<file path="config.mk">
export PLATFORM = sky130hd
export DESIGN_NAME = tcs_core
export DESIGN_NICKNAME = d
export VERILOG_FILES = /design/src/tcs_pkg.sv /design/src/tcs_pin_if.sv /design/src/tcs_pin_ch.sv /design/src/tcs_core.sv
export SDC_FILE = /design/constraint.sdc
export NUM_CORES = 1
export LEC_CHECK = 0
export ABC_CLOCK_PERIOD_IN_PS = 4450
export BUFFER_PORTS_ARGS = -buffer_cell sky130_fd_sc_hd__buf_2
export CORE_AREA = 2 2 130 132
export DETAILED_ROUTE_END_ITERATION = 7
export DIE_AREA = 0 0 132 134
export PLACE_DENSITY = 0.82
export SLEW_MARGIN = 40
export SYNTH_ARGS = -nofsm -noshare
export SYNTH_HDL_FRONTEND = slang
export SYNTH_SLANG_ARGS = --single-unit
</file>
<file path="constraint.sdc">
create_clock -name CLK_SYS_I -period 4.45 [get_ports CLK_SYS_I]
set_input_delay 0.2225 -clock CLK_SYS_I [delete_from_list [all_inputs] [get_ports CLK_SYS_I]]
set_output_delay 0.2225 -clock CLK_SYS_I [all_outputs]
set_load 0.005 [all_outputs]
</file>
<file path="src/tcs_pkg.sv">
// constants and types for the timer channel irq / status / pin control block
package tcs_pkg;
   // register byte offsets inside one channel window, the channel stride and the control register offset
   localparam logic [6:0] OFF_IO_CTRL  = 7'h00;
   localparam logic [6:0] OFF_IRQ_EN   = 7'h04;
   localparam logic [6:0] OFF_STATUS   = 7'h08;
   localparam logic [6:0] OFF_COUNTER  = 7'h0c;
   localparam logic [6:0] OFF_GEN_A    = 7'h10;
   localparam logic [6:0] OFF_CLEAR    = 7'h14;
   localparam logic [6:0] CH_STRIDE    = 7'h20;
   localparam logic [6:0] OFF_CONTROL  = 7'h40;
   // bit positions shared by enable, status and clear registers
   localparam int BIT_GEN_A  = 0;
   localparam int BIT_GEN_B  = 1;
   localparam int BIT_OVF    = 4;
   localparam int BIT_UNF    = 5;
   localparam int BIT_FIXED  = 6;
   localparam int BIT_TOP    = 7;
   // internal flag vector order
   localparam int FLG_A   = 0;
   localparam int FLG_B   = 1;
   localparam int FLG_OVF = 2;
   localparam int FLG_UNF = 3;
   // reset values and counter limits
   localparam logic [3:0]  RST_IO      = 4'h0;
   localparam logic [15:0] RST_COUNTER = 16'h0000;
   localparam logic [15:0] RST_GEN_A   = 16'hffff;
   localparam logic        RST_DIR     = 1'b1;
   localparam logic [15:0] CNT_TOP     = 16'hffff;
   localparam logic [15:0] CNT_BOTTOM  = 16'h0000;
   // conversion trigger bit exists in this unit
   localparam logic        CONV_TRIG_PRESENT = 1'b1;
   // ahb-lite
   localparam logic [1:0]  HTRANS_NONSEQ = 2'h2;
   localparam logic [2:0]  HSIZE_WORD    = 3'h2;
   localparam logic        HRESP_OKAY    = 1'b0;

   typedef struct packed {
      logic             pin_prev;
      logic             level;
      logic             oe;
      logic             cap;
      logic             match;
   } tcs_pin_state_t;

   typedef struct packed {
      logic [6:0]       addr;
      logic             wr_pend;
      logic             rd_pend;
      logic             ready;
      logic             resp;
      logic [31:0]      rdata;
      logic [1:0]       start;
      logic [1:0][3:0]  io;
      logic [1:0]       io_wr;
      logic [1:0]       conv_trigger_en;
      logic [1:0][3:0]  en;
      logic [1:0][3:0]  flag;
      logic [1:0][3:0]  armed;
      logic [1:0]       dir;
      logic [1:0][15:0] cnt;
      logic [1:0]       step;
      logic [1:0][15:0] greg;
      logic [1:0][3:0]  irq;
      logic             any_irq;
      logic [1:0]       conv;
   } tcs_core_t;
endpackage

</file>
<file path="src/tcs_pin_if.sv">
// link between the register core and one channel's pin logic
`timescale 1ns/1ps
`default_nettype none
interface tcs_pin_if;
   logic [3:0]  io_code;
   logic        io_wr;
   logic [15:0] cnt;
   logic        cnt_step;
   logic [15:0] greg;
   logic        pin_in;
   logic        cascade_evt;
   logic        pin_out;
   logic        pin_oe;
   logic        capture;
   logic        match;
   modport core (output io_code, io_wr, cnt, cnt_step, greg, pin_in, cascade_evt,
                 input pin_out, pin_oe, capture, match);
   modport pin  (input io_code, io_wr, cnt, cnt_step, greg, pin_in, cascade_evt,
                 output pin_out, pin_oe, capture, match);
endinterface
`default_nettype wire

</file>
<file path="src/tcs_pin_ch.sv">
// compare output and capture edge logic of one channel's a pin
`timescale 1ns/1ps
`default_nettype none
module tcs_pin_ch #(
   parameter bit HAS_CASCADE = 1'b0
) (
   input  wire logic     clk_i,
   input  wire logic     resetn_i,
   tcs_pin_if.pin        p
);
   tcs_pkg::tcs_pin_state_t r;
   tcs_pkg::tcs_pin_state_t n;

   // next state: code bit 3 picks capture, else compare output
   always_comb begin
      n = r;
      n.cap = 1'b0;
      n.match = 1'b0;
      n.pin_prev = p.pin_in;
      if (!p.io_code[3]) begin
         n.oe = (p.io_code[1:0] != 2'b00);
         if (p.cnt_step && (p.cnt == p.greg)) begin
            n.match = 1'b1;
         end
         // a code write reloads the initial level before any match
         if (p.io_wr) begin
            n.level = p.io_code[2];
         end else if (n.match) begin
            case (p.io_code[1:0])
               2'b01: n.level = 1'b0;
               2'b10: n.level = 1'b1;
               2'b11: n.level = ~r.level;
               default: n.level = r.level;
            endcase
         end
      end else begin
         n.oe = 1'b0;
         if (HAS_CASCADE && p.io_code[2]) begin
            n.cap = p.cascade_evt;
         end else begin
            // bit 2 is ignored where there is no cascade source
            case (p.io_code[1:0])
               2'b00: n.cap = p.pin_in & ~r.pin_prev;
               2'b01: n.cap = ~p.pin_in & r.pin_prev;
               default: n.cap = p.pin_in ^ r.pin_prev;
            endcase
         end
      end
   end

   always_ff @(posedge clk_i or negedge resetn_i) begin
      if (!resetn_i) begin
         r <= '0;
      end else begin
         r <= n;
      end
   end

   assign p.pin_out = r.level;
   assign p.pin_oe  = r.oe;
   assign p.capture = r.cap;
   assign p.match   = r.match;
endmodule
`default_nettype wire

</file>
<file path="src/tcs_core.sv">
// register file, counters, flags and interrupt lines for timer channels 4 and 5
//
// The address map and the AHB-Lite register port are this design's own decisions.
`timescale 1ns/1ps
`default_nettype none
module tcs_core (
   input  wire logic        CLK_SYS_I,
   input  wire logic        RESETN_I,
   input  wire logic        HSEL_I,
   input  wire logic [31:0] HADDR_I,
   input  wire logic [1:0]  HTRANS_I,
   input  wire logic        HWRITE_I,
   input  wire logic [2:0]  HSIZE_I,
   input  wire logic [31:0] HWDATA_I,
   input  wire logic        HREADY_I,
   output logic      [31:0] HRDATA_O,
   output logic             HREADYOUT_O,
   output logic             HRESP_O,
   input  wire logic [1:0]  COUNT_TICK_I,
   input  wire logic [1:0]  COUNT_DOWN_I,
   input  wire logic [1:0]  GEN_B_EVENT_I,
   input  wire logic        CH3_A_EVENT_I,
   input  wire logic [1:0]  A_PIN_I,
   output logic      [1:0]  A_PIN_O,
   output logic      [1:0]  A_PIN_OE_O,
   output logic      [1:0]  IRQ_GEN_A_O,
   output logic      [1:0]  IRQ_GEN_B_O,
   output logic      [1:0]  IRQ_OVF_O,
   output logic      [1:0]  IRQ_UNF_O,
   output logic             IRQ_O,
   output logic      [1:0]  CONV_REQ_O
);
   tcs_pkg::tcs_core_t r;
   tcs_pkg::tcs_core_t n;
   logic [1:0] pin_cap;
   logic [1:0] pin_match;
   logic [1:0] pin_lvl;
   logic [1:0] pin_oe;

   // one pin block per channel; only channel 4 has the cascade source
   for (genvar g = 0; g < 2; g++) begin : g_pin
      tcs_pin_if pif ();
      assign pif.io_code     = r.io[g];
      assign pif.io_wr       = r.io_wr[g];
      assign pif.cnt         = r.cnt[g];
      assign pif.cnt_step    = r.step[g];
      assign pif.greg        = r.greg[g];
      assign pif.pin_in      = A_PIN_I[g];
      assign pif.cascade_evt = (g == 0) ? CH3_A_EVENT_I : 1'b0;
      assign pin_cap[g]      = pif.capture;
      assign pin_match[g]    = pif.match;
      assign pin_lvl[g]      = pif.pin_out;
      assign pin_oe[g]       = pif.pin_oe;
      tcs_pin_ch #(
         .HAS_CASCADE (g == 0)
      ) u_pin (
         .clk_i    (CLK_SYS_I),
         .resetn_i (RESETN_I),
         .p        (pif.pin)
      );
   end

   // enable register image; bits 3 and 2 have no c/d registers here
   function automatic logic [7:0] en_byte(input logic conv_trigger_en, input logic [3:0] en);
      logic [7:0] v;
      v = 8'h00;
      v[tcs_pkg::BIT_TOP]   = conv_trigger_en & tcs_pkg::CONV_TRIG_PRESENT;
      v[tcs_pkg::BIT_FIXED] = 1'b1;
      v[tcs_pkg::BIT_UNF]   = en[tcs_pkg::FLG_UNF];
      v[tcs_pkg::BIT_OVF]   = en[tcs_pkg::FLG_OVF];
      v[tcs_pkg::BIT_GEN_B] = en[tcs_pkg::FLG_B];
      v[tcs_pkg::BIT_GEN_A] = en[tcs_pkg::FLG_A];
      return v;
   endfunction

   // status register image
   function automatic logic [7:0] st_byte(input logic dir, input logic [3:0] f);
      logic [7:0] v;
      v = 8'h00;
      v[tcs_pkg::BIT_TOP]   = dir;
      v[tcs_pkg::BIT_FIXED] = 1'b1;
      v[tcs_pkg::BIT_UNF]   = f[tcs_pkg::FLG_UNF];
      v[tcs_pkg::BIT_OVF]   = f[tcs_pkg::FLG_OVF];
      v[tcs_pkg::BIT_GEN_B] = f[tcs_pkg::FLG_B];
      v[tcs_pkg::BIT_GEN_A] = f[tcs_pkg::FLG_A];
      return v;
   endfunction

   // byte layout back to the internal flag order
   function automatic logic [3:0] to_flags(input logic [7:0] b);
      logic [3:0] v;
      v = 4'h0;
      v[tcs_pkg::FLG_UNF] = b[tcs_pkg::BIT_UNF];
      v[tcs_pkg::FLG_OVF] = b[tcs_pkg::BIT_OVF];
      v[tcs_pkg::FLG_B]   = b[tcs_pkg::BIT_GEN_B];
      v[tcs_pkg::FLG_A]   = b[tcs_pkg::BIT_GEN_A];
      return v;
   endfunction

   // whole next state of the core
   always_comb begin
      logic [1:0][3:0] clr_req;
      logic [1:0][3:0] arm;
      logic [1:0][3:0] setv;
      logic [1:0]      wr_cnt;
      logic [1:0]      wr_greg;
      logic [31:0]     rd;
      logic [6:0]      off;
      logic            ch;
      logic            in_ch;
      logic            accept;
      clr_req = '0;
      arm     = '0;
      setv    = '0;
      wr_cnt  = '0;
      wr_greg = '0;
      rd      = 32'h0000_0000;
      off     = r.addr & (tcs_pkg::CH_STRIDE - 7'h01);
      ch      = r.addr[5];
      in_ch   = (r.addr < tcs_pkg::OFF_CONTROL);
      accept  = HSEL_I && HREADY_I && (HTRANS_I == tcs_pkg::HTRANS_NONSEQ)
                && (HSIZE_I == tcs_pkg::HSIZE_WORD);
      n = r;
      n.io_wr = '0;
      n.conv  = '0;
      n.step  = '0;

      // data phase of a write: applied at the end of its one cycle
      if (r.wr_pend) begin
         if (in_ch && off == tcs_pkg::OFF_IO_CTRL) begin
            n.io[ch]    = HWDATA_I[3:0];
            n.io_wr[ch] = 1'b1;
         end else if (in_ch && off == tcs_pkg::OFF_IRQ_EN) begin
            n.conv_trigger_en[ch] = HWDATA_I[tcs_pkg::BIT_TOP] & tcs_pkg::CONV_TRIG_PRESENT;
            n.en[ch]   = to_flags(HWDATA_I[7:0]);
         end else if (in_ch && off == tcs_pkg::OFF_STATUS) begin
            clr_req[ch] = ~to_flags(HWDATA_I[7:0]);
         end else if (in_ch && off == tcs_pkg::OFF_CLEAR) begin
            clr_req[ch] = to_flags(HWDATA_I[7:0]);
         end else if (in_ch && off == tcs_pkg::OFF_COUNTER) begin
            wr_cnt[ch] = 1'b1;
         end else if (in_ch && off == tcs_pkg::OFF_GEN_A) begin
            wr_greg[ch] = 1'b1;
         end else if (r.addr == tcs_pkg::OFF_CONTROL) begin
            n.start = HWDATA_I[1:0];
         end
      end

      // read data phase: one wait state, then data from a flop
      if (r.rd_pend) begin
         if (in_ch && off == tcs_pkg::OFF_IO_CTRL) begin
            rd[3:0] = r.io[ch];
         end else if (in_ch && off == tcs_pkg::OFF_IRQ_EN) begin
            rd[7:0] = en_byte(r.conv_trigger_en[ch], r.en[ch]);
         end else if (in_ch && off == tcs_pkg::OFF_STATUS) begin
            rd[7:0] = st_byte(r.dir[ch], r.flag[ch]);
            arm[ch] = r.flag[ch];
         end else if (in_ch && off == tcs_pkg::OFF_COUNTER) begin
            rd[15:0] = r.cnt[ch];
         end else if (in_ch && off == tcs_pkg::OFF_GEN_A) begin
            rd[15:0] = r.greg[ch];
         end else if (r.addr == tcs_pkg::OFF_CONTROL) begin
            rd[1:0] = r.start;
         end
         n.rdata = rd;
         n.ready = 1'b1;
      end

      // address phase
      n.wr_pend = 1'b0;
      n.rd_pend = 1'b0;
      if (accept) begin
         n.addr    = {HADDR_I[6:2], 2'b00};
         n.wr_pend = HWRITE_I;
         n.rd_pend = ~HWRITE_I;
         n.ready   = HWRITE_I;
      end

      // counters, capture loads and event flags per channel
      for (int i = 0; i < 2; i++) begin
         if (wr_cnt[i]) begin
            n.cnt[i] = HWDATA_I[15:0];
         end else if (COUNT_TICK_I[i] && r.start[i]) begin
            n.step[i] = 1'b1;
            n.dir[i]  = ~COUNT_DOWN_I[i];
            if (COUNT_DOWN_I[i]) begin
               n.cnt[i] = r.cnt[i] - 16'h0001;
               setv[i][tcs_pkg::FLG_UNF] = (r.cnt[i] == tcs_pkg::CNT_BOTTOM);
            end else begin
               n.cnt[i] = r.cnt[i] + 16'h0001;
               setv[i][tcs_pkg::FLG_OVF] = (r.cnt[i] == tcs_pkg::CNT_TOP);
            end
         end
         if (wr_greg[i]) begin
            n.greg[i] = HWDATA_I[15:0];
         end else if (pin_cap[i]) begin
            n.greg[i] = r.cnt[i];
         end
         setv[i][tcs_pkg::FLG_A] = pin_cap[i] | pin_match[i];
         setv[i][tcs_pkg::FLG_B] = GEN_B_EVENT_I[i];
         n.conv[i] = r.conv_trigger_en[i] & (pin_cap[i] | pin_match[i]);
         // clear only flags seen as one by a read; a new event beats the clear
         n.flag[i]  = (r.flag[i] & ~(clr_req[i] & r.armed[i])) | setv[i];
         n.armed[i] = (r.armed[i] & ~clr_req[i]) | arm[i];
         n.irq[i]   = n.flag[i] & n.en[i];
      end
      n.any_irq = |n.irq;
   end

   // state register
   always_ff @(posedge CLK_SYS_I or negedge RESETN_I) begin
      if (!RESETN_I) begin
         r        <= '0;
         r.ready  <= 1'b1;
         r.resp   <= tcs_pkg::HRESP_OKAY;
         r.io     <= {2{tcs_pkg::RST_IO}};
         r.dir    <= {2{tcs_pkg::RST_DIR}};
         r.cnt    <= {2{tcs_pkg::RST_COUNTER}};
         r.greg   <= {2{tcs_pkg::RST_GEN_A}};
      end else begin
         r <= n;
      end
   end

   // outputs straight from flops
   assign HRDATA_O    = r.rdata;
   assign HREADYOUT_O = r.ready;
   assign HRESP_O     = r.resp;
   assign A_PIN_O     = pin_lvl;
   assign A_PIN_OE_O  = pin_oe;
   assign IRQ_GEN_A_O = {r.irq[1][tcs_pkg::FLG_A], r.irq[0][tcs_pkg::FLG_A]};
   assign IRQ_GEN_B_O = {r.irq[1][tcs_pkg::FLG_B], r.irq[0][tcs_pkg::FLG_B]};
   assign IRQ_OVF_O   = {r.irq[1][tcs_pkg::FLG_OVF], r.irq[0][tcs_pkg::FLG_OVF]};
   assign IRQ_UNF_O   = {r.irq[1][tcs_pkg::FLG_UNF], r.irq[0][tcs_pkg::FLG_UNF]};
   assign IRQ_O       = r.any_irq;
   assign CONV_REQ_O  = r.conv;
endmodule
`default_nettype wire

</file>
[After elaboration in Yosys (flattened, before gate mapping)]
Index checks and enable logic that the tools add are counted.
Cells by class
  add/sub/neg operators: 4
  order comparisons: 3
  eq/ne operators: 18
  multiplexer cells: 100
  bitwise logic cells: 49
  reductions and logical operators: 38
Operators with widths (number)
  $mux 16: 15
  $mux 8: 13
  $mux 2: 20
  $add 16x1->16 const B: 2
  $and 4x4->4: 8
  $eq 16x16->1: 2
  $eq 16x16->1 const B: 2
  $logic_not 16->1: 2
  $mux 4: 8
  $sub 16x1->16 const B: 2
  $mux 1: 29
  $and 8x8->8: 3
  $mux 12: 2
  $mux 10: 2
  $not 4->4: 5
  $not 1->1: 19
  $reduce_bool 2->1: 9
  $bwmux 8: 2
  $or 4x4->4: 4
  $logic_and 1x1->1: 14
  $mux 14: 1
  $eq 2x2->1 const B: 5
  $eq 3x2->1 const B: 3
  $reduce_and 3->1: 3
  other kinds (22): 37
Word-level totals
  flip-flop bits (word level): 151
  bits of input ports: 83
  output and inout port bits: 49

[Longest topological paths before layout]
Gate-level depths: netlist (run 1).
  word-level depth: 16
  depth in mapped cells: 10
  mapped depth without buffers: 9

[Modules after synthesis]
A second synthesis (run 1) with hierarchy kept.
Second synthesis, totals
  cell total of the unflattened synthesis: 1066
  area total of the unflattened synthesis: 9616.7 um2
Modules (own cells, without submodules)
  tcs_core: times used 1, cells each 968, area an instance 8743.4 um2, sequential area each 3572.2 um2
  tcs_pin_ch (g_pin[0].u_pin): times used 1, cells each 50, area an instance 440.4 um2, sequential area each 125.1 um2
  tcs_pin_ch (g_pin[1].u_pin): times used 1, cells each 48, area an instance 432.9 um2, sequential area each 125.1 um2

[Worst setup path after synthesis (run 1)]
Ideal clock, no wire load.
  path type: register to register
  start: register, netlist name g_pin[0].pif.cnt[4]
  end: register, netlist name g_pin[0].pif.cnt[14]
  setup time: 123 ps
  arrival time: 2229 ps
  required time: 4327 ps
  slack: 2098 ps
  stages on the path, launching flop included: 9
  path buffers: 0
  path through: dfrtp_1 -> ha_1 -> a21o_1 -> a21oi_2 -> a21oi_2 -> or4_4 -> a221oi_2 -> mux2i_1 -> nor3_2
Between the ends
  word-level cells in the longest chain between the ends: 4
RTL lines
  $add 16x1->16 / $sub 16x1->16 (equally long branches): line tcs_core.sv:190, tcs_core.sv:187
  $mux 16 *: line tcs_core.sv:186  | if (COUNT_DOWN_I[i]) begin
  $mux 16 *: line tcs_core.sv:183  | end else if (COUNT_TICK_I[i] && r.start[i]) begin
  $mux 16 *: line tcs_core.sv:181  | if (wr_cnt[i]) begin
Mark *: on every way between the ends. The rest lies on a longest branch, timed or not. The select of a mux whose other input is x is not followed.
A chain may end at the register's enable or synchronous reset.

==> flow_results.xml, run 1 <==
<?xml version="1.0" encoding="UTF-8"?>
<metrics>
  <group name="global_route">
    <metric name="antenna_violations_before_repair" unit="">0</metric>
    <metric name="grt_util_all_layers" unit="">0.2958</metric>
    <metric name="grt_start_max_net_pins" unit="">79</metric>
    <metric name="vias_in_the_first_global_route" unit="">7709</metric>
    <metric name="grt_pass1_wl" unit="um">41000</metric>
    <metric name="globalRoute.totalOverflow" unit="">0</metric>
  </group>
  <group name="sta">
    <metric name="finalCriticalPeriod" unit="ns">2.721</metric>
    <metric name="max_slew.worst_pin.slew" unit="ns">0.8112</metric>
    <metric name="maxSlewViolCount" unit="">0</metric>
    <metric name="hold_viol_final" unit="">0</metric>
    <metric name="worst_clock_skew" unit="ns">0.009229</metric>
    <metric name="worst_slew_margin_rel" unit="">0.4579</metric>
    <metric name="fmax" unit="GHz">0.3675</metric>
    <metric name="period_share" unit="">0.6114</metric>
    <metric name="timing.final.setup_violations" unit="">0</metric>
    <metric name="rsz0062_at_grt" unit="">no</metric>
    <metric name="tns" unit="ns">0</metric>
  </group>
  <group name="setup_path">
    <metric name="setup.reg_to_reg.worst_slack" unit="ns">1.73</metric>
    <metric name="timing.critical_path.to_type" unit="">flip-flop</metric>
    <metric name="worst-path-buf-inv" unit="">0</metric>
    <metric name="critPathSlowestCell" unit="">dfrtp_1</metric>
    <metric name="reg2reg_start" unit="">r[155]$_DFFE_PN0P_</metric>
    <metric name="timing.critical_path.required" unit="ns">4.76</metric>
    <metric name="worstSetupPathType" unit="">reg2reg</metric>
    <metric name="cp_data_arrival_time" unit="ns">3.03</metric>
    <metric name="crit_path_start_kind" unit="">flip-flop</metric>
    <metric name="crit_path_max_fanout" unit="">17</metric>
    <metric name="crit_path_frequent_cell" unit="">nand2_1</metric>
    <metric name="cpPeakStageDelay" unit="ns">0.72</metric>
    <metric name="critical_path_cell_list" unit="">nand2_1, nor3_1, nand3b_1, mux2_2, a21boi_0, nor4_1, nand2_1</metric>
    <metric name="rr_worst_depth" unit="">7</metric>
    <metric name="cp_top_family" unit="">simple AND/OR/NAND/NOR gates</metric>
    <metric name="regToRegEndpoint" unit="">IRQ_O$_DFF_PN0_</metric>
  </group>
  <group name="synthesis">
    <metric name="post_synth_instance_area" unit="mm2">0.009640</metric>
    <metric name="synthMostInstantiatedCell" unit="">dfrtp_1</metric>
    <metric name="ys_seq_area_frac" unit="">0.3965</metric>
    <metric name="ys_seq_elements" unit="">151</metric>
    <metric name="synth_edf_count" unit="">0</metric>
    <metric name="post_synth_main_area_contributors" unit="">dfrtp_1 30%, dfstp_2 9.5%, mux2i_1 5.6%</metric>
    <metric name="synth_cells" unit="">1027</metric>
    <metric name="synth_cell_count_leaders" unit="">116 x dfrtp_1, 88 x nand2_1, 82 x nor2_1, 78 x a21oi_1, 54 x mux2i_1</metric>
    <metric name="synth.largest_area_cell" unit="">dfrtp_1</metric>
    <metric name="netlist-cell-type-count" unit="">82</metric>
    <metric name="postSynth.asyncResetShare" unit="">1.000</metric>
    <metric name="synth_ff_type" unit="">dfrtp_1</metric>
    <metric name="yosys_warnings" unit="">0</metric>
    <metric name="syn_area_per_cell" unit="um2">9.387</metric>
    <metric name="yosys.area.top_type_share" unit="">0.3011</metric>
  </group>
  <group name="min_path">
    <metric name="min-delay-start" unit="">HADDR_I[2]</metric>
    <metric name="min_to" unit="">r[155]$_DFFE_PN0P_</metric>
    <metric name="hold_crit_class" unit="">in2reg</metric>
    <metric name="min_delay_path_depth" unit="">2</metric>
  </group>
  <group name="floorplanning">
    <metric name="floorplan.rows" unit="">47</metric>
    <metric name="ioPinCount" unit="">132</metric>
    <metric name="start_util" unit="">0.5918</metric>
    <metric name="die-width" unit="um">132</metric>
    <metric name="die-area" unit="mm2">0.01769</metric>
    <metric name="core_area" unit="mm2">0.01629</metric>
    <metric name="floorplan.die.height" unit="um">134</metric>
  </group>
  <group name="routing">
    <metric name="postRouteAntennaNets" unit="">0</metric>
    <metric name="avgViaCountPerCell" unit="">6.278</metric>
    <metric name="drt_first_iter_violations" unit="">868</metric>
    <metric name="firstDrtPassIters" unit="">5</metric>
    <metric name="finalWirelength" unit="um">25410</metric>
    <metric name="detailroute.via_count" unit="">8048</metric>
    <metric name="detail_route.wl_per_cell" unit="um">19.82</metric>
    <metric name="detail_route.drc_violations" unit="">0</metric>
  </group>
  <group name="clock_tree">
    <metric name="postCtsResizedCells" unit="">0</metric>
    <metric name="cts.repair_timing.setup_buffer_count" unit="">0</metric>
    <metric name="tritoncts" unit="">built</metric>
    <metric name="hold_buffers" unit="">8</metric>
    <metric name="clock_root_buffer" unit="">clkbuf_16</metric>
    <metric name="clk_pin_slew" unit="ns">0.06</metric>
    <metric name="cts_buffers" unit="">17</metric>
    <metric name="htree_num_levels" unit="">4</metric>
    <metric name="clk-insertion-delay-late" unit="ns">0.44</metric>
    <metric name="cts_max_path_buffers" unit="">2</metric>
    <metric name="cts.sinks" unit="">151</metric>
  </group>
  <group name="power">
    <metric name="power.total" unit="mW">5.681</metric>
    <metric name="vdd_drop_max" unit="mV">0.3533</metric>
    <metric name="power_per_cell_area" unit="mW/mm2">541.7</metric>
    <metric name="p_leak" unit="nW">4.514</metric>
  </group>
  <group name="layout">
    <metric name="nNetsFinal" unit="">1170</metric>
    <metric name="antenna-diode-count" unit="">0</metric>
    <metric name="syn_to_final_growth" unit="%">8.799</metric>
    <metric name="final_design_utilization" unit="">0.6439</metric>
    <metric name="fillCellCount" unit="">1305</metric>
    <metric name="final_layout_size_suffix_gt1_frac" unit="">0.1959</metric>
  </group>
  <group name="place">
    <metric name="port_buffer_count" unit="">71</metric>
    <metric name="gp_congestion" unit="">0.9745</metric>
    <metric name="dp_hpwl" unit="um">17750</metric>
  </group>
  <group name="flow_run">
    <metric name="max_cap_viol_count" unit="">0</metric>
  </group>
  <group name="outcome">
    <metric name="status" unit="">complete, no violations</metric>
  </group>
</metrics>
-- final cells by class --
cell class                 instances  area, um2  share of cell area
sequential                       151       3826              0.3648
clock buffer                      19      442.9             0.04223
clock inverter                    13      147.6             0.01408
tap                              220      275.3             0.02624
inverter                          32      122.6             0.01169
timing repair buffer              86      494.2             0.04712
multi-input combinational        761       5180              0.4939
-- sequential cells by signal, indices dropped and copies added, names as in the netlist --
name / flops
HRDATA_O: 16
r: 37
g_pin.u_pin.p.match: 2
CONV_REQ_O: 2
IRQ_OVF_O: 2
g_pin.u_pin.p.pin_oe: 2
IRQ_UNF_O: 2
g_pin.pif.io_code: 8
g_pin.u_pin.r: 2
g_pin.pif.io_wr: 2
IRQ_O: 1
g_pin.pif.cnt: 32
IRQ_GEN_B_O: 2
g_pin.pif.cnt_step: 2
HREADYOUT_O: 1
g_pin.pif.greg: 32
g_pin.u_pin.p.capture: 2
g_pin.u_pin.p.pin_out: 2
IRQ_GEN_A_O: 2
-- stage by stage --
stage	std cells	setup WS [ns]	area [um2]	hold WS (ns)
after detailed placement	1242	1.811	9807	0.3027
after CTS	1282	1.773	10480	0.001510
after global routing	1282	1.525	10490	0.01290
after floorplan	1043	2.098	9701	-0.07309
after global placement	1241	1.830	9789	0.2939
final	1282	1.729	10490	0.01757
-- logic make-up after synthesis --
| group | count (synthesis) | share of synthesized area |
|---|---|---|
| flip-flops | 151 | 0.3965 |
| multiplexers | 84 | 0.09228 |
| AND/OR/NAND/NOR | 321 | 0.1701 |
| XOR/XNOR | 49 | 0.04452 |
| adder cells (fa/ha/maj) | 38 | 0.05088 |
| buffers and inverters | 131 | 0.07437 |
| AO/OA/AOI/OAI | 252 | 0.1709 |
| other | 1 | 0.0003890 |
-- worst max-delay path by stage --
stage | start | endpoint | slack [ns] | cells after the start
3_5_place_dp | r[158]$_DFFE_PN0P_ | IRQ_O$_DFF_PN0_ | 1.81 | 8
4_1_cts | r[158]$_DFFE_PN0P_ | IRQ_O$_DFF_PN0_ | 1.77 | 8
2_1_floorplan | g_pin[0].pif.cnt[4]$_DFFE_PN0P_ | g_pin[0].pif.cnt[14]$_DFFE_PN0P_ | 2.10 | 8
5_1_grt | r[155]$_DFFE_PN0P_ | IRQ_O$_DFF_PN0_ | 1.52 | 7
6_report | r[155]$_DFFE_PN0P_ | IRQ_O$_DFF_PN0_ | 1.73 | 7
3_3_place_gp | COUNT_DOWN_I[0] | g_pin[0].pif.cnt[14]$_DFFE_PN0P_ | 1.83 | 9
-- report_power, final --
group | total [mW] | leakage (nW) | internal [mW] | switching, mW
registers | 2.24 | 1.82 | 1.70 | 0.544
logic | 1.99 | 2.42 | 0.948 | 1.04
clock network | 1.45 | 0.277 | 0.846 | 0.608
-- layout by cell type, fill, tap and decap left out, types with 7 or more instances in the layout --
master	Yosys	layout
nor2_1	82	82
nand3_1	25	24
nor2b_1	12	11
dfstp_2	35	35
mux2_2	29	29
o22ai_1	8	8
nand2_1	88	88
a31oi_1	10	10
nand2b_1	10	10
buf_2	6	70
nor4_1	14	13
ha_1	36	36
clkbuf_16	0	17
buf_4	51	7
o21a_1	9	9
mux2i_1	54	54
and3_1	16	16
dfrtp_1	116	113
nor3_1	18	17
a21oi_1	78	78
xnor2_1	26	26
o21ai_0	51	51
a221oi_1	12	12
xor2_1	23	23
inv_1	31	31
nand4_1	12	12
a22o_1	8	8
conb_1	1	17
dlygate4sd3_1	0	8
a211oi_1	12	12
a21o_1	12	12
-- metal layers --
metal / GRT usage / vias to the layer above / wire, um
met4: 0.1063 / 0 / 826
met5: 0 / - / 0
met2: 0.4800 / 382 / 11990
met1: 0.3906 / 3897 / 10600
li1: - / 3691 / -
met3: 0.06841 / 78 / 1988
No activity file was read; power rests on OpenSTA's default activity.
==> run 2: changes to the inputs <==
- ABC_CLOCK_PERIOD_IN_PS: 4450 -> 2700
- CORE_AREA: 2 2 130 132 -> 2 2 131 133
- DIE_AREA: 0 0 132 134 -> 0 0 133 135
- PLACE_DENSITY: 0.82 -> 0.81
- clock period: 4.45 -> 2.7 ns (I/O delays scaled with it)
==> run 2 against run 1 <==
Net effect:
- first-iteration DRC count decreased by 22%
- design area grew 3.9%
- power rose by 68%
- core utilization grew 2.0 points
- combinational power grew 98%
- non-clock buffer count rose by 54
- fmax grew 12%
- clock power increased by 59%
- critical path type unchanged
- largest power group is now combinational logic
==> flow_results.xml, run 2 (synthesized netlist as in run 1, its figures left out) <==
<?xml version="1.0" encoding="UTF-8"?>
<metrics>
  <group name="layout">
    <metric name="nNetsFinal" unit="">1224</metric>
    <metric name="top_regs" unit="">r: 37 flops, g_pin.pif.cnt: 32 flops, g_pin.pif.greg: 32 flops</metric>
    <metric name="layout_common_cells" unit="">115 x dfrtp_1, 88 x nand2_1, 82 x nor2_1</metric>
    <metric name="largest_reg_flops" unit="">37</metric>
    <metric name="sequential_cell_area" unit="mm2">0.003824</metric>
    <metric name="multiInputGateArea" unit="mm2">0.005161</metric>
    <metric name="largest_register" unit="">r</metric>
    <metric name="final_layout_size_suffix_gt1_frac" unit="">0.2168</metric>
    <metric name="final_cell_area" unit="mm2">0.01090</metric>
    <metric name="final_design_utilization" unit="">0.6643</metric>
    <metric name="antenna-diode-count" unit="">0</metric>
    <metric name="final_cells" unit="">1336</metric>
    <metric name="most_common_cell_after_layout_fill_and_taps_aside" unit="">dfrtp_1</metric>
    <metric name="fillCellCount" unit="">1291</metric>
    <metric name="syn_to_final_growth" unit="%">13.06</metric>
  </group>
  <group name="setup_path">
    <metric name="crit_path_max_fanout" unit="">5</metric>
    <metric name="reg2reg_start" unit="">g_pin[0].pif.cnt[2]$_DFFE_PN0P_</metric>
    <metric name="worstSetupPathType" unit="">reg2reg</metric>
    <metric name="setup.reg_to_reg.worst_slack" unit="ns">0.27</metric>
    <metric name="timing.critical_path.required" unit="ns">3.03</metric>
    <metric name="cp_data_arrival_time" unit="ns">2.76</metric>
    <metric name="regToRegEndpoint" unit="">g_pin[0].pif.cnt[14]$_DFFE_PN0P_</metric>
    <metric name="crit_path_start_kind" unit="">flip-flop</metric>
    <metric name="timing.critical_path.to_type" unit="">flip-flop</metric>
    <metric name="rr_worst_depth" unit="">8</metric>
  </group>
  <group name="clock_tree">
    <metric name="postCtsResizedCells" unit="">0</metric>
    <metric name="clk-insertion-delay-late" unit="ns">0.44</metric>
    <metric name="cts.sinks" unit="">151</metric>
    <metric name="cts_buffers" unit="">17</metric>
    <metric name="clock_root_buffer" unit="">clkbuf_16</metric>
    <metric name="cts.repair_timing.setup_buffer_count" unit="">0</metric>
    <metric name="hold_buffers" unit="">22</metric>
    <metric name="htree_num_levels" unit="">4</metric>
    <metric name="tritoncts" unit="">built</metric>
    <metric name="cts_max_path_buffers" unit="">2</metric>
    <metric name="clk_pin_slew" unit="ns">0.07</metric>
  </group>
  <group name="routing">
    <metric name="firstDrtPassIters" unit="">6</metric>
    <metric name="detailroute.via_count" unit="">8248</metric>
    <metric name="drt_first_iter_violations" unit="">673</metric>
    <metric name="postRouteAntennaNets" unit="">0</metric>
    <metric name="avgViaCountPerCell" unit="">6.174</metric>
    <metric name="detail_route.drc_violations" unit="">0</metric>
    <metric name="detail_route.wl_per_cell" unit="um">19.83</metric>
    <metric name="finalWirelength" unit="um">26490</metric>
  </group>
  <group name="sta">
    <metric name="rsz0062_at_grt" unit="">no</metric>
    <metric name="timing.final.setup_violations" unit="">0</metric>
    <metric name="hold_viol_final" unit="">0</metric>
    <metric name="fin_worst_hold_slack" unit="ns">0.003593</metric>
    <metric name="max_slew.worst_pin.slew" unit="ns">0.7114</metric>
    <metric name="worst_clock_skew" unit="ns">0.008129</metric>
    <metric name="worst_slew_margin_rel" unit="">0.5247</metric>
    <metric name="finalCriticalPeriod" unit="ns">2.430</metric>
    <metric name="maxSlewViolCount" unit="">0</metric>
    <metric name="period_share" unit="">0.8999</metric>
    <metric name="tns" unit="ns">0</metric>
    <metric name="final_worst_setup_slack" unit="ns">0.2703</metric>
    <metric name="fmax" unit="GHz">0.4116</metric>
  </group>
  <group name="place">
    <metric name="port_buffer_count" unit="">71</metric>
    <metric name="gp_congestion" unit="">0.9592</metric>
    <metric name="setup_ws_pre_cts" unit="ns">0.2509</metric>
    <metric name="detailed_place.area" unit="mm2">0.01011</metric>
    <metric name="dpl.cell_count" unit="">1282</metric>
    <metric name="dp_hpwl" unit="um">18750</metric>
  </group>
  <group name="min_path">
    <metric name="min-delay-start" unit="">HWDATA_I[8]</metric>
    <metric name="hold_crit_class" unit="">in2reg</metric>
    <metric name="min_delay_path_depth" unit="">3</metric>
    <metric name="min_to" unit="">g_pin[1].pif.greg[8]$_DFFE_PN1P_</metric>
  </group>
  <group name="floorplanning">
    <metric name="floorplan.rows" unit="">47</metric>
    <metric name="start_util" unit="">0.5876</metric>
    <metric name="die-width" unit="um">133</metric>
    <metric name="floorplan.die.height" unit="um">135</metric>
    <metric name="ioPinCount" unit="">132</metric>
    <metric name="die-area" unit="mm2">0.01796</metric>
    <metric name="core_area" unit="mm2">0.01641</metric>
  </group>
  <group name="power">
    <metric name="power_per_cell_area" unit="mW/mm2">878.2</metric>
    <metric name="p_leak" unit="nW">4.773</metric>
    <metric name="share_seq_of_total_power" unit="">0.348</metric>
    <metric name="clkPwrFrac" unit="">0.241</metric>
    <metric name="power.total" unit="mW">9.572</metric>
    <metric name="vdd_drop_max" unit="mV">0.5323</metric>
    <metric name="cell_int_power" unit="mW">5.881</metric>
    <metric name="comb_power_frac" unit="">0.411</metric>
    <metric name="switching_share" unit="">0.3856</metric>
    <metric name="p_sw" unit="mW">3.691</metric>
  </group>
  <group name="global_route">
    <metric name="globalRoute.totalOverflow" unit="">0</metric>
    <metric name="grt_pass1_wl" unit="um">42300</metric>
    <metric name="vias_in_the_first_global_route" unit="">7955</metric>
    <metric name="antenna_violations_before_repair" unit="">0</metric>
    <metric name="grt_util_all_layers" unit="">0.3030</metric>
    <metric name="grt_start_max_net_pins" unit="">61</metric>
  </group>
  <group name="flow_run">
    <metric name="max_cap_viol_count" unit="">0</metric>
  </group>
  <group name="outcome">
    <metric name="status" unit="">complete, no violations</metric>
  </group>
</metrics>
run 2: power by group through the flow:
stage               Combinational (mW)  Clock (mW)  Sequential [mW]
detailed placement                3.82           0             3.34
global placement                  3.71           0             3.32
CTS                               3.88        2.31             3.31
global route                      4.33        2.40             3.38
floorplan                         2.77           0             3.26
finish                            3.94        2.31             3.33
run 2: layer usage:
layer | vias to the layer above | GRT usage | share of wire
met1 | 3978 | 0.3997 | 0.42
met5 | - | 0 | 0
met3 | 89 | 0.06269 | 0.071
met4 | 0 | 0.1374 | 0.038
li1 | 3807 | - | -
met2 | 374 | 0.4845 | 0.47
run 2: cell type report:
class                           instances  share of cell area
Clock inverter                         11            0.008151
Tap cell                              220             0.02526
Inverter                               32             0.01125
Clock buffer                           21             0.04408
Multi-Input combinational cell        761              0.4735
Timing Repair Buffer                  140             0.08690
Sequential cell                       151              0.3508
run 2: worst max-delay path by stage:
stage / from / endpoint / slack [ns]
2_1_floorplan: g_pin[0].pif.cnt[4]$_DFFE_PN0P_ / g_pin[0].pif.cnt[14]$_DFFE_PN0P_ / 0.35
3_3_place_gp: COUNT_DOWN_I[0] / g_pin[0].pif.cnt[14]$_DFFE_PN0P_ / 0.27
3_5_place_dp: COUNT_DOWN_I[0] / g_pin[0].pif.cnt[14]$_DFFE_PN0P_ / 0.25
4_1_cts: g_pin[0].pif.cnt[2]$_DFFE_PN0P_ / g_pin[0].pif.cnt[14]$_DFFE_PN0P_ / 0.27
5_1_grt: g_pin[0].pif.cnt[2]$_DFFE_PN0P_ / g_pin[0].pif.cnt[14]$_DFFE_PN0P_ / 0.14
6_report: g_pin[0].pif.cnt[2]$_DFFE_PN0P_ / g_pin[0].pif.cnt[14]$_DFFE_PN0P_ / 0.27
run 2: worst max-delay path: stages (launching register included):
cell and delay (ns):
dfrtp_1 0.39, ha_1 0.34, nor2b_4 0.16, o2111ai_2 0.21, a21oi_2 0.12, or4_4 0.54, a221oi_2 0.26, mux2i_1 0.25
nor3_2 0.06
==> run 3: changes to the inputs <==
- SETUP_SLACK_MARGIN: not set -> 0.3
==> run 3 against run 2 <==
Net effect:
- clock power barely moved
- count of clock-buffer cells in the layout is the same
- fmax grew 4.0%
- largest cell class unchanged
- critical endpoint unchanged
- critical path type unchanged
- final cell count up 0.22%
- via count about the same
- clock skew down 0.00059 ns
- combinational power rose by 3%
- worst setup slack gained 0.094 ns
- hold slack lost 0.0014 ns
- design area rose by 0.88%
- sequential share of layout area fell by 0.30 points
- die area did not move
==> flow_results.xml, run 3 (synthesized netlist as in run 1, its figures left out) <==
<?xml version="1.0" encoding="UTF-8"?>
<metrics>
  <group name="outcome">
    <metric name="status" unit="">complete, no violations</metric>
  </group>
  <group name="setup_path">
    <metric name="crit_path_max_fanout" unit="">3</metric>
    <metric name="crit_path_start_kind" unit="">flip-flop</metric>
    <metric name="worstSetupPathType" unit="">reg2reg</metric>
    <metric name="timing.critical_path.to_type" unit="">flip-flop</metric>
    <metric name="cp_data_arrival_time" unit="ns">2.67</metric>
    <metric name="timing.critical_path.required" unit="ns">3.03</metric>
  </group>
  <group name="global_route">
    <metric name="grt_util_all_layers" unit="">0.3039</metric>
    <metric name="antenna_violations_before_repair" unit="">0</metric>
    <metric name="grt_start_max_net_pins" unit="">61</metric>
    <metric name="globalRoute.totalOverflow" unit="">0</metric>
    <metric name="vias_in_the_first_global_route" unit="">7974</metric>
    <metric name="grt_pass1_wl" unit="um">42410</metric>
  </group>
  <group name="layout">
    <metric name="layout_common_cells" unit="">114 x dfrtp_1, 88 x nand2_1, 80 x nor2_1</metric>
    <metric name="nNetsFinal" unit="">1227</metric>
    <metric name="fillCellCount" unit="">1282</metric>
    <metric name="syn_to_final_growth" unit="%">14.06</metric>
    <metric name="largest_reg_flops" unit="">37</metric>
    <metric name="largest_register" unit="">r</metric>
    <metric name="most_common_cell_after_layout_fill_and_taps_aside" unit="">dfrtp_1</metric>
    <metric name="final_cells" unit="">1339</metric>
    <metric name="antenna-diode-count" unit="">0</metric>
    <metric name="top_regs" unit="">r: 37 flops, g_pin.pif.cnt: 32 flops, g_pin.pif.greg: 32 flops</metric>
    <metric name="final_layout_size_suffix_gt1_frac" unit="">0.2315</metric>
    <metric name="final_cell_area" unit="mm2">0.01100</metric>
  </group>
  <group name="routing">
    <metric name="detail_route.wl_per_cell" unit="um">19.85</metric>
    <metric name="detail_route.drc_violations" unit="">0</metric>
    <metric name="detailroute.via_count" unit="">8252</metric>
    <metric name="firstDrtPassIters" unit="">5</metric>
    <metric name="avgViaCountPerCell" unit="">6.163</metric>
    <metric name="finalWirelength" unit="um">26580</metric>
    <metric name="postRouteAntennaNets" unit="">0</metric>
    <metric name="drt_first_iter_violations" unit="">632</metric>
  </group>
  <group name="sta">
    <metric name="tns" unit="ns">0</metric>
    <metric name="rsz0062_at_grt" unit="">yes</metric>
    <metric name="final_worst_setup_slack" unit="ns">0.3644</metric>
    <metric name="max_slew.worst_pin.slew" unit="ns">0.7115</metric>
    <metric name="fmax" unit="GHz">0.4281</metric>
    <metric name="timing.final.setup_violations" unit="">0</metric>
    <metric name="hold_viol_final" unit="">0</metric>
    <metric name="maxSlewViolCount" unit="">0</metric>
    <metric name="finalCriticalPeriod" unit="ns">2.336</metric>
    <metric name="worst_slew_margin_rel" unit="">0.5247</metric>
    <metric name="period_share" unit="">0.8651</metric>
    <metric name="worst_clock_skew" unit="ns">0.007538</metric>
  </group>
  <group name="power">
    <metric name="power_per_cell_area" unit="mW/mm2">882.4</metric>
    <metric name="p_leak" unit="nW">4.785</metric>
    <metric name="power.total" unit="mW">9.702</metric>
    <metric name="vdd_drop_max" unit="mV">0.5376</metric>
  </group>
  <group name="floorplanning">
    <metric name="floorplan.die.height" unit="um">135</metric>
    <metric name="start_util" unit="">0.5876</metric>
    <metric name="ioPinCount" unit="">132</metric>
    <metric name="die-width" unit="um">133</metric>
    <metric name="floorplan.rows" unit="">47</metric>
    <metric name="die-area" unit="mm2">0.01796</metric>
    <metric name="core_area" unit="mm2">0.01641</metric>
  </group>
  <group name="clock_tree">
    <metric name="clk-insertion-delay-late" unit="ns">0.44</metric>
    <metric name="cts_buffers" unit="">17</metric>
    <metric name="clk_pin_slew" unit="ns">0.07</metric>
    <metric name="htree_num_levels" unit="">4</metric>
    <metric name="cts_max_path_buffers" unit="">2</metric>
    <metric name="clock_root_buffer" unit="">clkbuf_16</metric>
    <metric name="cts.sinks" unit="">151</metric>
    <metric name="tritoncts" unit="">built</metric>
  </group>
  <group name="place">
    <metric name="dp_hpwl" unit="um">18750</metric>
    <metric name="detailed_place.area" unit="mm2">0.01011</metric>
    <metric name="dpl.cell_count" unit="">1282</metric>
    <metric name="setup_ws_pre_cts" unit="ns">0.2509</metric>
    <metric name="port_buffer_count" unit="">71</metric>
    <metric name="gp_congestion" unit="">0.9592</metric>
  </group>
  <group name="min_path">
    <metric name="hold_crit_class" unit="">in2reg</metric>
  </group>
  <group name="flow_run">
    <metric name="max_cap_viol_count" unit="">0</metric>
  </group>
</metrics>
## run 3: changes by cell type in the layout (fill, tap and decap cells not counted), sizes merged
cell and delta:
buf +3
## run 3: worst max-delay path, cell delays in order (launching register included)
cell       delay [ns]
dfrtp_1          0.39
inv_2            0.11
fa_2             0.25
nor2b_4          0.05
o2111ai_2        0.20
a21oi_2          0.12
or4_4            0.54
a221oi_2         0.26
mux2i_1          0.25
nor3_2           0.06
## run 3: final timing paths
path	start	endpoint	slack, ns	depth (start not counted)
worst max-delay path	g_pin[0].pif.cnt[0]$_DFFE_PN0P_	g_pin[0].pif.cnt[14]$_DFFE_PN0P_	0.36	9
max in group asynchronous	RESETN_I	HREADYOUT_O$_DFFE_PN1P_	1.68	3
worst max register to register	g_pin[0].pif.cnt[0]$_DFFE_PN0P_	g_pin[0].pif.cnt[14]$_DFFE_PN0P_	0.36	9
min in group asynchronous	RESETN_I	g_pin[0].u_pin.p.capture$_DFF_PN0_	0.23	2
worst min-delay path	HWDATA_I[8]	g_pin[1].pif.greg[8]$_DFFE_PN1P_	0.002	3
worst min register to register	HRDATA_O[7]$_DFFE_PN0P_	HRDATA_O[7]$_DFFE_PN0P_	0.49	1
## run 3: power by group
| part | switching, mW | internal (mW) | total, mW | leakage [nW] |
|---|---|---|---|---|
| combinational | 2.17 | 1.88 | 4.05 | 2.69 |
| sequential | 0.542 | 2.80 | 3.35 | 1.82 |
| clock | 1.02 | 1.29 | 2.31 | 0.275 |
## run 3: per-stage QoR
stage / util / hold slack (ns)
floorplan: - / -0.1606
global placement: 0.6162 / 0.1499
detailed placement: 0.6162 / 0.1401
CTS: 0.6660 / 0.001431
global route: 0.6702 / 0.02377
finish: 0.6702 / 0.002204
## run 3: area by class of cell
type                       instances  area, um2  share of cell area
multi-input combinational        761       5230              0.4757
sequential                       151       3825              0.3479
timing repair buffer             143      973.4             0.08853
clock buffer                      21      480.5             0.04370
tap                              220      275.3             0.02503
inverter                          32      122.6             0.01115
clock inverter                    11      88.84            0.008079
## run 3: timing repair
action / 4_1_cts / 5_1_grt
endpoints found under the setup margin: 1 / 8
endpoints found under the hold margin: 72 / 0
pin swaps: 0 / 8
gates resized for setup: 3 / 15
buffers inserted: 0 / 3
hold buffers: 22 / 0
## run 3: routing by layer
metal	track usage	up-vias	share of wire
met5	0	-	0
met4	0.1440	0	0.037
met3	0.06269	86	0.071
met2	0.4845	387	0.47
met1	0.3997	3977	0.42
li1	-	3802	-
